File: config.mk
export PLATFORM = sky130hd
export DESIGN_NAME = hcrx_top
export DESIGN_NICKNAME = d
export VERILOG_FILES = /design/src/design/hcrx_pkg.sv /design/src/design/hcrx_decode.sv /design/src/design/hcrx_irq.sv /design/src/design/hcrx_top.sv
export SDC_FILE = /design/constraint.sdc
export NUM_CORES = 1
export LEC_CHECK = 0
export BUFFER_PORTS_ARGS = -buffer_cell sky130_fd_sc_hd__buf_4
export CAP_MARGIN = 20
export CORE_UTILIZATION = 55
export DETAILED_ROUTE_END_ITERATION = 16
export PLACE_DENSITY = 0.8
export RECOVER_POWER = 100
export SKIP_LAST_GASP = 1
export SLEW_MARGIN = 25
export SYNTH_ARGS = -nofsm -noshare
export SYNTH_HDL_FRONTEND = slang
export SYNTH_HIERARCHICAL = 1
export SYNTH_SLANG_ARGS = --single-unit
File: constraint.sdc
create_clock -name clk -period 6.9 [get_ports clk]
set_clock_uncertainty 0.1 [all_clocks]
set_input_delay 0.345 -clock clk [delete_from_list [all_inputs] [get_ports clk]]
set_output_delay 0.345 -clock clk [all_outputs]
set_load 0.01 [all_outputs]
File: src/design/hcrx_pkg.sv
// Package for the per-channel HDLC receive configuration block.
// Assumes a single 10 MHz clock domain and an Avalon-MM register master.
package hcrx_pkg;
  // Register byte offsets
  localparam logic [3:0] ADDR_CONFIG    = 4'h0;
  localparam logic [3:0] ADDR_LIMITS    = 4'h4;
  localparam logic [3:0] ADDR_STATUS    = 4'h8;
  localparam logic [3:0] ADDR_CLEAR     = 4'hC;
  localparam logic [3:0] ADDR_ENABLE    = 4'h0;
  localparam logic [4:0] ADDR_ENABLE_HI = 5'h10;
  localparam logic [4:0] ADDR_STATE     = 5'h14;
  // Configuration word field positions
  localparam int DUP_MASK_BIT   = 5;
  localparam int LINE_MASK_BIT  = 4;
  localparam int LSEL_LO        = 10;
  localparam int LSEL_HI        = 11;
  localparam int PROTO_LO       = 12;
  localparam int PROTO_HI       = 14;
  localparam int LIMIT_W        = 12;
  localparam int LIMIT_TWO_LO   = 16;
  localparam logic [31:0] CONFIG_RESET = 32'h0000_0000;
  localparam logic [31:0] LIMITS_RESET = 32'h0000_0000;
  // Status bit positions
  localparam int EV_DUP   = 0;
  localparam int EV_ABORT = 1;
  localparam int EV_IDLE  = 2;
  localparam int EV_SHORT = 3;
  localparam int EV_LONG  = 4;
  localparam int EV_N     = 5;

  typedef enum logic [4:0] {
    HCRX_TRANSPARENT = 5'h01,
    HCRX_SS7_FCS16   = 5'h02,
    HCRX_HDLC_FCS16  = 5'h04,
    HCRX_HDLC_FCS32  = 5'h08,
    HCRX_RESERVED    = 5'h10
  } hcrx_proto_t;

  localparam logic [2:0] PROTO_CODE_TRANSPARENT = 3'h0;
  localparam logic [2:0] PROTO_CODE_SS7         = 3'h1;
  localparam logic [2:0] PROTO_CODE_FCS16       = 3'h2;
  localparam logic [2:0] PROTO_CODE_FCS32       = 3'h3;
  localparam logic [1:0] LSEL_NONE = 2'h0;
  localparam logic [1:0] LSEL_ONE  = 2'h1;
  localparam logic [1:0] LSEL_TWO  = 2'h2;

  // Receiver-side message report
  typedef struct packed {
    logic               msg_end;
    logic               msg_same;
    logic [13:0]        msg_len;
    logic               abort_seen;
    logic               idle_seen;
    logic               too_short;
  } hcrx_rx_report_t;

  typedef struct packed {
    logic               check_on;
    logic [LIMIT_W-1:0] limit;
  } hcrx_limit_t;
endpackage : hcrx_pkg

File: src/design/hcrx_decode.sv
// Decoder of the channel configuration word into protocol and length limit.
// Assumes config and limit words are stable registers on the same clock.
`timescale 1ns/1ps
module hcrx_decode (
  input  wire logic [31:0]          config_word,
  input  wire logic [31:0]          limits_word,
  output hcrx_pkg::hcrx_proto_t     proto,
  output hcrx_pkg::hcrx_limit_t     limit
);
  logic [2:0] code;
  logic [1:0] sel;
  assign code = config_word[hcrx_pkg::PROTO_HI:hcrx_pkg::PROTO_LO];
  assign sel  = config_word[hcrx_pkg::LSEL_HI:hcrx_pkg::LSEL_LO];

  always_comb begin
    unique case (code)
      hcrx_pkg::PROTO_CODE_TRANSPARENT: proto = hcrx_pkg::HCRX_TRANSPARENT;
      hcrx_pkg::PROTO_CODE_SS7:         proto = hcrx_pkg::HCRX_SS7_FCS16;
      hcrx_pkg::PROTO_CODE_FCS16:       proto = hcrx_pkg::HCRX_HDLC_FCS16;
      hcrx_pkg::PROTO_CODE_FCS32:       proto = hcrx_pkg::HCRX_HDLC_FCS32;
      default:                          proto = hcrx_pkg::HCRX_RESERVED;
    endcase
  end

  always_comb begin
    limit = '0;
    unique case (sel)
      hcrx_pkg::LSEL_NONE: limit.check_on = 1'b0;
      hcrx_pkg::LSEL_ONE: begin
        limit.check_on = 1'b1;
        limit.limit    = limits_word[hcrx_pkg::LIMIT_W-1:0];
      end
      hcrx_pkg::LSEL_TWO: begin
        limit.check_on = 1'b1;
        limit.limit    = limits_word[hcrx_pkg::LIMIT_TWO_LO+hcrx_pkg::LIMIT_W-1:
                                     hcrx_pkg::LIMIT_TWO_LO];
      end
      // Code 3 is reserved; treated as no check
      default: limit.check_on = 1'b0;
    endcase
  end
endmodule : hcrx_decode

File: src/design/hcrx_irq.sv
// Sticky event status with write-one clear and enable gating.
// Assumes events are one-cycle pulses on the same clock.
`timescale 1ns/1ps
module hcrx_irq #(
  parameter int N = 5
) (
  input  wire logic         clk,
  input  wire logic         resetn,
  input  wire logic [N-1:0] event_pulse,
  input  wire logic [N-1:0] clear_bits,
  input  wire logic [N-1:0] enable_bits,
  output logic      [N-1:0] status,
  output logic              irq
);
  logic [N-1:0] next_status;
  // Set wins over a clear in the same cycle
  always_comb begin
    next_status = (status & ~clear_bits) | event_pulse;
  end
  always_ff @(posedge clk or negedge resetn) begin
    if (!resetn) begin
      status <= '0;
    end else begin
      status <= next_status;
    end
  end
  assign irq = |(status & enable_bits);
endmodule : hcrx_irq

File: src/design/hcrx_top.sv
// Per-channel HDLC receive configuration: masks, protocol and length check.
// Assumes a receiver upstream reports message ends and line-state changes.
// Function
// - SS7 mode, duplicate mask clear: a repeated message raises an event and is dropped.
// - SS7 mode, duplicate mask set: a repeated message raises no event but is still dropped.
// - With the line-state mask clear, changes to abort or idle and short messages raise events.
// - With the line-state mask set, the abort, idle and short-message events are suppressed.
// - A length-select value of 0 disables the maximum length check.
// - A length-select value of 1 uses the first limit as the maximum length.
// - A length-select value of 2 uses the second limit as the maximum length.
//
// The address map and register access over Avalon-MM are this design's own decisions.
`timescale 1ns/1ps
module hcrx_top (
  input  wire logic                      clk,
  input  wire logic                      resetn,
  input  wire logic [4:0]                avs_address,
  input  wire logic                      avs_read,
  input  wire logic                      avs_write,
  input  wire logic [31:0]               avs_writedata,
  input  wire logic [3:0]                avs_byteenable,
  output logic      [31:0]               avs_readdata,
  output logic                           avs_waitrequest,
  input  wire hcrx_pkg::hcrx_rx_report_t rx_report,
  output logic                           msg_discard,
  output logic                           msg_too_long,
  output hcrx_pkg::hcrx_proto_t          proto_mode,
  output logic                           irq
);
  logic [31:0]                    config_word;
  logic [31:0]                    limits_word;
  logic [hcrx_pkg::EV_N-1:0]      enable_bits;
  logic [31:0]                    next_config;
  logic [31:0]                    next_limits;
  logic [hcrx_pkg::EV_N-1:0]      next_enable;
  logic                           done;
  logic                           next_done;
  logic [31:0]                    next_readdata;
  logic                           next_discard;
  logic                           next_too_long;
  logic [hcrx_pkg::EV_N-1:0]      events;
  logic [hcrx_pkg::EV_N-1:0]      clear_bits;
  logic [hcrx_pkg::EV_N-1:0]      status;
  hcrx_pkg::hcrx_proto_t          proto;
  hcrx_pkg::hcrx_limit_t          limit;
  logic                           access;
  logic                           dup_mask;
  logic                           line_mask;
  logic                           is_ss7;
  logic [31:0]                    wmask;

  hcrx_decode u_decode (
    .config_word (config_word),
    .limits_word (limits_word),
    .proto       (proto),
    .limit       (limit)
  );

  hcrx_irq #(
    .N (hcrx_pkg::EV_N)
  ) u_irq (
    .clk         (clk),
    .resetn      (resetn),
    .event_pulse (events),
    .clear_bits  (clear_bits),
    .enable_bits (enable_bits),
    .status      (status),
    .irq         (irq)
  );

  assign dup_mask  = config_word[hcrx_pkg::DUP_MASK_BIT];
  assign line_mask = config_word[hcrx_pkg::LINE_MASK_BIT];
  assign is_ss7    = (proto == hcrx_pkg::HCRX_SS7_FCS16);

  // One wait cycle per access; writes land on the answering edge only
  assign access          = (avs_read | avs_write) & ~done;
  assign avs_waitrequest = (avs_read | avs_write) & ~done;

  always_comb begin
    wmask = {{8{avs_byteenable[3]}}, {8{avs_byteenable[2]}},
             {8{avs_byteenable[1]}}, {8{avs_byteenable[0]}}};
  end

  always_comb begin
    next_config = config_word;
    next_limits = limits_word;
    next_enable = enable_bits;
    clear_bits  = '0;
    next_done   = access;
    next_readdata = avs_readdata;
    if (done && avs_write) begin
      unique case (avs_address)
        {1'b0, hcrx_pkg::ADDR_CONFIG}:
          next_config = (config_word & ~wmask) | (avs_writedata & wmask);
        {1'b0, hcrx_pkg::ADDR_LIMITS}:
          next_limits = (limits_word & ~wmask) | (avs_writedata & wmask);
        {1'b0, hcrx_pkg::ADDR_CLEAR}:
          clear_bits = avs_writedata[hcrx_pkg::EV_N-1:0] & wmask[hcrx_pkg::EV_N-1:0];
        hcrx_pkg::ADDR_ENABLE_HI:
          next_enable = (enable_bits & ~wmask[hcrx_pkg::EV_N-1:0]) |
                        (avs_writedata[hcrx_pkg::EV_N-1:0] & wmask[hcrx_pkg::EV_N-1:0]);
        default: ;
      endcase
    end
    if (access && avs_read) begin
      unique case (avs_address)
        {1'b0, hcrx_pkg::ADDR_CONFIG}: next_readdata = config_word;
        {1'b0, hcrx_pkg::ADDR_LIMITS}: next_readdata = limits_word;
        {1'b0, hcrx_pkg::ADDR_STATUS}:
          next_readdata = {{(32-hcrx_pkg::EV_N){1'b0}}, status};
        hcrx_pkg::ADDR_ENABLE_HI:
          next_readdata = {{(32-hcrx_pkg::EV_N){1'b0}}, enable_bits};
        hcrx_pkg::ADDR_STATE:
          next_readdata = {27'h0000000, proto};
        // Unmapped and write-only addresses read zero
        default: next_readdata = 32'h0000_0000;
      endcase
    end
  end

  always_ff @(posedge clk or negedge resetn) begin
    if (!resetn) begin
      config_word  <= hcrx_pkg::CONFIG_RESET;
      limits_word  <= hcrx_pkg::LIMITS_RESET;
      enable_bits  <= '0;
      done         <= 1'b0;
      avs_readdata <= 32'h0000_0000;
    end else begin
      config_word  <= next_config;
      limits_word  <= next_limits;
      enable_bits  <= next_enable;
      done         <= next_done;
      avs_readdata <= next_readdata;
    end
  end

  // Event generation from the receiver report
  always_comb begin
    events = '0;
    events[hcrx_pkg::EV_DUP] = rx_report.msg_end & rx_report.msg_same & is_ss7 & ~dup_mask;
    events[hcrx_pkg::EV_ABORT] = rx_report.abort_seen & ~line_mask;
    events[hcrx_pkg::EV_IDLE]  = rx_report.idle_seen & ~line_mask;
    events[hcrx_pkg::EV_SHORT] = rx_report.too_short & ~line_mask;
    events[hcrx_pkg::EV_LONG]  = next_too_long;
  end

  always_comb begin
    next_discard  = rx_report.msg_end & rx_report.msg_same & is_ss7;
    next_too_long = rx_report.msg_end & limit.check_on &
                    (rx_report.msg_len > {2'b00, limit.limit});
  end

  always_ff @(posedge clk or negedge resetn) begin
    if (!resetn) begin
      msg_discard  <= 1'b0;
      msg_too_long <= 1'b0;
      proto_mode   <= hcrx_pkg::HCRX_TRANSPARENT;
    end else begin
      msg_discard  <= next_discard;
      msg_too_long <= next_too_long;
      proto_mode   <= proto;
    end
  end
endmodule : hcrx_top

### Word-level counts from Yosys, hierarchy flattened

Index checks and enable logic that the tools add are counted.

* reduce and logical (&&, ||, !) cells: 9
* bitwise operators: 27
* equality and inequality tests: 11
* muxes and demuxes: 6
* magnitude comparators: 1

Operator list (number)
* $pmux W32 S5: 1
* $and A32 B32 Y32: 3
* $or A32 B32 Y32: 2
* $not A32 Y32: 1
* $pmux W12 S2: 1
* $and A5 B5 Y5: 4
* $pmux W5 S4: 1
* $gt A14 B12 Y1: 1
* $eq A5 B4 Y1 const B: 2
* $eq A5 B5 Y1 const B: 2
* $mux W5: 2
* $not A5 Y5: 2
* $or A5 B5 Y5: 2
* $and A1 B1 Y1: 9
* $eq A3 B2 Y1 const B: 2
* $reduce_and A2 Y1: 3
* $eq A5 B2 Y1 const B: 1
* $eq A5 B3 Y1 const B: 1
* $logic_not A5 Y1: 1
* $reduce_or A5 Y1: 1
* $eq A3 B1 Y1 const B: 1
* $logic_not A3 Y1: 1
* $not A1 Y1: 3
* $eq A2 B1 Y1 const B: 1
* other kinds (5): 6

* output and inout bits: 41
* bits in registers: 114
* word-level logic and storage cells: 63

### Longest topological paths before layout

Gate-level depths: netlist of run 1.

* word-level depth: 6
* mapped depth: 12

### Modules after synthesis

The synthesis of run 1 kept the hierarchy.

By module, submodules not included
* hcrx_top: sequential area each 2728.9 sq um, area each 4951.0 sq um, cells an instance 388, times used 1
* hcrx_decode: sequential area each 0.0 sq um, area each 231.5 sq um, cells an instance 37, times used 1
* hcrx_irq: sequential area each 125.1 sq um, area each 202.7 sq um, cells an instance 18, times used 1

### Worst setup path after synthesis of run 1

Ideal clock, no wire load.

* kind: register to register
* start point: register with a tool-made name
* end point: register u_irq.status[4]
* slack: 4.641 ns
* clock period less this slack: 2.259 ns
* setup time: 0.118 ns
* arrival time: 2.041 ns
* cell stages (with the launch flop): 12
* data required time: 6.682 ns
* cell sequence: dfrtp_1 inv_1 ha_1 buf_2 nor2_1 inv_1 ha_1 nand4_1 nor4_1 a21o_1 a21oi_1 a21o_1

RTL lines
* to (signal assigned): line hcrx_irq.sv:24 `status <= next_status;`
* to (decl): line hcrx_irq.sv:12 `output logic [N-1:0] status,`

==> flow_summary.toml, run 1 <==
[status]
status = "finished with violations"
violations = "capacitance limit, slew limit"

[sta]
drv_slew = 218
setup_viol = 0
worstMarginPinSlew_ns = 2.48
hold_slack_ns = 0.0232
timing.fmax_mhz = 255
period_share = 0.569
maxSlewHeadroom = -0.651
setup_ws_ns = 2.98
fin_crit_ns = 3.92
rsz0062_at_grt = "no"
setup_tns_ns = 0
final-hold-violation-count = 0

[floorplan]
initial_core_util = 0.575
core_area_um2 = 9370
die_w_um = 101
num_io_pins = 105
rows = 35
die_h_um = 101
floorplan.die_area_um2 = 10200

[setup_path]
required_ns = 7.11
end_kind = "asynchronous set/reset pin"
critPathMaxFanout = 69
cp.arrival_ns = 4.14
path_class = "primary input to asynchronous set/reset pin"
critPathSlowestCell = "clkbuf_1"
path_cells = "dlygate4sd3_1 -> clkbuf_1 -> clkbuf_2"
critPathMaxStageDelay_ns = 1.76
startpoint_type = "primary input"

[synth]
ys_types = 40
syn_nets = 521
yosys_warnings = 6
synthFlopType = "dfrtp_1"
syn_area_um2 = 5390
synth_edf_count = 0
syn_area_per_cell_um2 = 12.2
seq_area_frac_synth = 0.530
syn_inst = 443
synth-seq-cells = 114
async_flop_share = 1.00

[global_routing]
antenna_found_initial = 0
grt_pass1_wl_um = 21300
grtUsageTotal = 0.282
grt_pass1_vias = 4195
gr-total-overflow = 0
grt_max_degree = 70

[clock_tree]
clk_pin_slew_ns = 0.06
clock_latency_ns = 0.51
cts-root-buf = "clkbuf_8"
cts.sinks = 114
cts-htree-levels = 4
cts_buffers = 17
post_cts.repair.setup_buffers = 0
clk_path_buf_depth = 2
tritoncts = "built"

[worst_hold_path]
min_path_type = "primary input to flop"

[routing]
drc = 0
ant_nets = 0
drt_pass1_iterations = 6
dr.first_iter.drc_count = 298
drt-total-wl_um = 13300
vias = 4120
routedWlPerCell_um = 18.5
viasPerCell = 5.74

[finish]
nNetsFinal = 654
antenna_cells = 0
final_common_cell = "dfrtp_1"
layout_common_cells = "dfrtp_1, mux2_2, buf_4"
drive_gt1_frac = 0.277
area_delta_synth_final_pct = 26.6

[pwr]
pwr-share-comb = 0.091
p_total_mw = 1.76
max-vdd-ir-drop_v = 0.000165
internal_power_mw = 1.34
p_leak_nw = 3.12
powerDensity_nw_per_um2 = 258
seqPwrFrac = 0.424
p_switching_mw = 0.419
switching_share = 0.238
clkPwrFrac = 0.485

[placement]
portBuffers = 104
place.gp.congestion = 0.903
post-place-ws_ns = 4.27
hpwl_um = 8620

[flow_run]
cap_violations = 5
## synth_stat cells, types with 2 or more instances
cell      instances  share of area
and4_1            4         0.0065
clkbuf_1          5         0.0035
nor2b_1           4         0.0046
nor4_1            4         0.0046
nor2_1           16          0.011
nand4_4           3          0.012
and2_1            7         0.0081
nor3_1            5         0.0046
buf_2             8         0.0074
inv_1            22          0.015
mux2_4            8          0.022
nor3b_1           2         0.0028
a22oi_1          45          0.063
buf_6            10          0.021
nand2_1          42          0.029
dfrtp_1         113           0.53
nand4_1           2         0.0023
buf_4             3         0.0042
o21ai_1          20          0.019
o21ai_0          11          0.010
a21oi_1           6         0.0056
mux4_2            4          0.017
ha_1             14          0.033
nand4b_1          2         0.0033
mux2_2           62           0.13
a21o_1            7         0.0098
## worst paths after layout
kind | start | to | slack [ns] | cells after the start
hold / removal | avs_read | done | 0.02 | 3
setup / recovery | resetn | asynchronous set/reset pin | 2.98 | 3
hold reg to reg | avs_readdata[4] | avs_readdata[4] | 0.37 | 2
setup reg to reg | done | avs_readdata[1] | 3.88 | 4
min in group asynchronous | resetn | proto_mode[3] | 1.06 | 2
max in group clk | avs_address[4] | flop | 3.58 | 6
## power groups by stage
stage	clock network, mW	registers (mW)	logic, mW
6_report	0.853	0.747	0.160
5_1_grt	0.892	0.751	0.176
4_1_cts	0.861	0.747	0.172
3_5_place_dp	0	0.757	0.155
3_3_place_gp	0	0.755	0.150
2_1_floorplan	0	0.745	0.0878
## cell type report
type                       instances  area (µm²)
fill                             658        2560
clock buffer                      18         418
inverter                          22        82.6
sequential                       114        2850
clock inverter                    14         165
multi-input combinational        281        2170
tap                              129         161
timing repair buffer             140         962
## per-stage QoR
| stage | instance area [µm²] | util | instances |
|---|---|---|---|
| 2_1_floorplan | 5390 | - | 443 |
| 3_3_place_gp | 6160 | 0.657 | 653 |
| 5_1_grt | 6820 | 0.727 | 718 |
| 3_5_place_dp | 6160 | 0.657 | 653 |
| 6_report | 6820 | 0.727 | 718 |
| 4_1_cts | 7070 | 0.754 | 718 |
## kinds of logic after synthesis
kind of cell	after synthesis	share of synthesized area
multiplexers	74	0.169
adder cells (fa/ha/maj)	14	0.0325
flip-flops	114	0.530
AND/OR/NAND/NOR	101	0.106
buffers and inverters	48	0.0513
AO/OA/AOI/OAI	92	0.112
## worst max-delay path: cells and delay by family
kind                   cells  cell delay (ns)
buffers and inverters      3             3.73
## what timing repair did
action                                 4_1_cts  5_1_grt
hold buffers                                33        0
gates resized for setup                      0        0
endpoints found under the hold margin      111        0
## metal layers
metal / vias up / GRT usage / wire (µm)
met2: 180 / 0.458 / 6630
met3: 23 / 0.0617 / 957
li1: 1857 / - / -
met1: 2060 / 0.375 / 5470
met5: - / 0 / 0
met4: 0 / 0.100 / 243
(Power assumes the default switching activity.)
==> run 2, diff against run 1 <==
==> constraint.sdc (replaced) <==
create_clock -name clk -period 4.06 [get_ports clk]
set_clock_uncertainty 0.1 [all_clocks]
set_input_delay 0.203 -clock clk [delete_from_list [all_inputs] [get_ports clk]]
set_output_delay 0.203 -clock clk [all_outputs]
set_load 0.01 [all_outputs]
==> flow_summary.toml, run 2 (same netlist as run 1, synthesis figures left out) <==
[global_routing]
grtUsageTotal = 0.310
grt_max_degree = 47
grt_pass1_wl_um = 23100
gr-total-overflow = 0
grt_pass1_vias = 4410
antenna_found_initial = 0

[clock_tree]
cts_buffers = 17
clock_latency_ns = 0.51
clk_path_buf_depth = 2
post_cts.repair.setup_buffers = 0
tritoncts = "built"
cts_resized = 0
clk_pin_slew_ns = 0.05
cts-hold-fix-buffers = 45
cts-root-buf = "clkbuf_8"
cts.sinks = 114
cts-htree-levels = 4

[setup_path]
rr_endpoint = "msg_too_long"
r2r_slack_ns = 0.53
startpoint_type = "flop"
reg2regPathDepth = 11
required_ns = 4.41
critPathMaxFanout = 12
path_class = "flop to flop"
cp.arrival_ns = 3.87
end_kind = "flop"

[sta]
fin_crit_ns = 3.53
timing.fmax_mhz = 284
maxSlewHeadroom = -0.00412
rsz0062_at_grt = "no"
final-hold-violation-count = 0
setup_viol = 0
period_share = 0.868
setup_tns_ns = 0
drv_slew = 35
worstMarginPinSlew_ns = 1.51

[status]
status = "finished with violations"
violations = "capacitance limit, slew limit"

[worst_hold_path]
hold_depth = 4
min_path_type = "primary input to flop"
hold_start = "avs_address[3]"
holdPathEnd = "avs_readdata[1]"

[flow_run]
cap_violations = 1

[floorplan]
num_io_pins = 105
core_area_um2 = 9370
floorplan.die_area_um2 = 10200
die_w_um = 101
initial_core_util = 0.575
rows = 35
die_h_um = 101

[finish]
fill_cells = 653
fin_util = 0.742
register_area_um2 = 2850
antenna_cells = 0
drive_gt1_frac = 0.269
layout_common_cells = "dfrtp_1, mux2_2, buf_4"
area_delta_synth_final_pct = 29.2
multi_input_area_um2 = 2170
nNetsFinal = 667
final_common_cell = "dfrtp_1"

[routing]
drt-total-wl_um = 14600
vias = 4315
wl_met1_um = 5730
wl_met3_um = 989
drt_pass1_iterations = 5
viasPerCell = 5.90
routedWlPerCell_um = 20.0
drc = 0
met2_wirelength_um = 7290
ant_nets = 0
dr.first_iter.drc_count = 378
top_layer_used = "met4"

[placement]
hpwl_um = 9240
place.gp.congestion = 0.831
portBuffers = 104

[pwr]
powerDensity_nw_per_um2 = 441
p_leak_nw = 3.20
max-vdd-ir-drop_v = 0.000287
==> run 2: worst max path at each step <==
stage | from | end | slack (ns) | cells past startpoint
detailed placement | flop | u_irq/status[4] | 1.30 | 11
finish | flop | msg_too_long | 0.53 | 11
floorplan | flop | u_irq/status[4] | 1.80 | 11
CTS | flop | msg_too_long | 0.69 | 11
global placement | flop | u_irq/status[4] | 1.31 | 11
global route | flop | msg_too_long | 0.41 | 11
==> run 2: where the power goes <==
part           total (mW)  internal (mW)  leakage (nW)  switching (mW)
clock network        1.51           1.01         0.291           0.504
logic               0.292          0.149          1.36           0.143
registers            1.27           1.21          1.54          0.0599
total                3.07           2.36          3.20           0.706
==> run 2: final cells by class <==
| type | instances | area share |
|---|---|---|
| Sequential cell | 114 | 0.410 |
| Multi-Input combinational cell | 281 | 0.312 |
| Timing Repair Buffer | 153 | 0.156 |
| Clock buffer | 21 | 0.0631 |
| Tap cell | 129 | 0.0232 |
| Clock inverter | 11 | 0.0230 |
| Inverter | 22 | 0.0119 |
==> run 2: per-stage QoR <==
step,area (µm²),setup slack (ns),total power [mW],hold slack (ns),cells
finish,6960,0.535,3.07,0.0743,731
global route,6960,0.414,3.16,0.111,731
CTS,7210,0.687,3.08,0.0388,731
detailed placement,6160,1.30,1.56,0.0184,654
global placement,6160,1.31,1.54,0.0172,654
floorplan,5390,1.80,1.42,-0.193,443
==> run 2: routing by layer <==
metal  vias to the layer above  global-route usage
li1                       1889                   -
met1                      2121               0.389
met2                       239               0.519
met4                         0               0.139
met5                         -                   0
met3                        66              0.0652
==> run 2: critical path, cell delays in order (launching register included) <==
cell	delay, ns
dfrtp_1	0.41
inv_1	0.07
ha_1	0.47
a22oi_1	0.18
nor2_1	0.15
inv_1	0.06
ha_1	0.31
nand4_1	0.14
nor4_1	0.45
o31ai_1	0.15
a21oi_1	0.34
dlygate4sd3_1	0.61
==> run 3, diff against run 2 <==
==> constraint.sdc (replaced) <==
create_clock -name clk -period 4.6 [get_ports clk]
set_clock_uncertainty 0.1 [all_clocks]
set_input_delay 0.23 -clock clk [delete_from_list [all_inputs] [get_ports clk]]
set_output_delay 0.23 -clock clk [all_outputs]
set_load 0.01 [all_outputs]
==> flow_summary.toml, run 3 (same netlist as run 1, synthesis figures left out) <==
[global_routing]
grtUsageTotal = 0.309
grt_max_degree = 66
gr-total-overflow = 0
grt_pass1_wl_um = 23100
grt_pass1_vias = 4375
antenna_found_initial = 0

[clock_tree]
clk_path_buf_depth = 2
cts_buffers = 17
cts-root-buf = "clkbuf_8"
cts.sinks = 114
clock_latency_ns = 0.51
clk_pin_slew_ns = 0.06
tritoncts = "built"
cts-htree-levels = 4
post_cts.repair.setup_buffers = 0

[placement]
place.gp.congestion = 0.902
dp_cells = 653
place_area_um2 = 6160
hpwl_um = 9010
portBuffers = 104

[setup_path]
cp.arrival_ns = 4.22
path_class = "flop to flop"
end_kind = "flop"
required_ns = 4.95
critPathMaxFanout = 12
startpoint_type = "flop"

[floorplan]
die_h_um = 101
num_io_pins = 105
core_area_um2 = 9370
die_w_um = 101
floorplan.die_area_um2 = 10200
rows = 35
initial_core_util = 0.575

[pwr]
pwr-share-comb = 0.097
clkPwrFrac = 0.471
internal_power_mw = 1.93
p_leak_nw = 3.15
powerDensity_nw_per_um2 = 377
switching_share = 0.258
max-vdd-ir-drop_v = 0.000264
p_switching_mw = 0.672
seqPwrFrac = 0.431

[routing]
vias = 4294
dr.first_iter.drc_count = 379
viasPerCell = 5.90
routedWlPerCell_um = 19.9
drc = 0
drt-total-wl_um = 14500
drt_pass1_iterations = 5
ant_nets = 0

[sta]
setup_viol = 0
fin_crit_ns = 3.87
maxSlewHeadroom = -0.747
worstMarginPinSlew_ns = 2.62
rsz0062_at_grt = "no"
final-hold-violation-count = 0
timing.fmax_mhz = 258
setup_tns_ns = 0
drv_slew = 120
period_share = 0.841

[finish]
antenna_cells = 0
design_area_um2 = 6900
nNetsFinal = 664
final_cells = 728
drive_gt1_frac = 0.274
final_common_cell = "dfrtp_1"
layout_common_cells = "dfrtp_1, mux2_2, buf_4"
area_delta_synth_final_pct = 28.1

[worst_hold_path]
min_path_type = "primary input to flop"

[status]
status = "finished with violations"
violations = "capacitance limit, slew limit"

[flow_run]
cap_violations = 3
run 3: layout make-up:
| type | count | area [µm²] |
|---|---|---|
| Clock inverter | 14 | 134 |
| Tap cell | 129 | 161 |
| Sequential cell | 114 | 2850 |
| Clock buffer | 18 | 428 |
| Timing Repair Buffer | 150 | 1060 |
| Inverter | 22 | 82.6 |
| Fill cell | 653 | 2470 |
| Multi-Input combinational cell | 281 | 2180 |
run 3: what timing repair did:
item                      in CTS  in global routing
resized for setup              0                  0
hold buffers                  43                  0
hold endpoints to repair     138                  0
run 3: worst paths after layout:
| check | startpoint | to | slack (ns) | cells past startpoint |
|---|---|---|---|---|
| max | flop | msg_too_long | 0.73 | 12 |
| min | avs_address[2] | avs_readdata[1] | 0.05 | 3 |
| max reg2reg | flop | msg_too_long | 0.73 | 12 |
| min reg2reg | avs_readdata[4] | avs_readdata[4] | 0.37 | 2 |
| max in group asynchronous | resetn | avs_readdata[5] | 1.20 | 3 |
| min in group asynchronous | resetn | proto_mode[2] | 0.26 | 2 |
run 3: stage by stage:
| stage | total power [mW] | hold WS [ns] | setup WS (ns) | util |
|---|---|---|---|---|
| 2_1_floorplan | 1.25 | -0.166 | 2.34 | - |
| 3_3_place_gp | 1.36 | 0.269 | 2.03 | 0.657 |
| 3_5_place_dp | 1.37 | 0.267 | 1.91 | 0.657 |
| 4_1_cts | 2.62 | 0.0317 | 0.951 | 0.763 |
| 5_1_grt | 2.69 | 0.0630 | 0.477 | 0.736 |
| 6_report | 2.60 | 0.0530 | 0.731 | 0.736 |
run 3: routing by layer:
metal / GRT usage / share of wire / vias up
met1: 0.401 / 0.40 / 2128
li1: - / - / 1895
met3: 0.0666 / 0.062 / 47
met4: 0.135 / 0.033 / 0
met5: 0 / 0 / -
met2: 0.504 / 0.50 / 224
run 3: worst max-delay path: stages (launching register included):
cell	delay (ns)
dfrtp_1	0.41
inv_1	0.08
ha_1	0.46
a22oi_1	0.14
nor2_1	0.18
inv_1	0.09
ha_1	0.31
nand4_1	0.16
nor4_1	0.38
dlygate4sd3_1	0.63
o31ai_1	0.08
a21oi_1	0.20
dlygate4sd3_1	0.57
run 3: power by group through the flow:
stage / clock, mW / combinational, mW / sequential, mW
CTS: 1.24 / 0.266 / 1.12
global route: 1.29 / 0.274 / 1.13
floorplan: 0 / 0.132 / 1.12
global placement: 0 / 0.225 / 1.13
detailed placement: 0 / 0.235 / 1.14
finish: 1.23 / 0.254 / 1.12
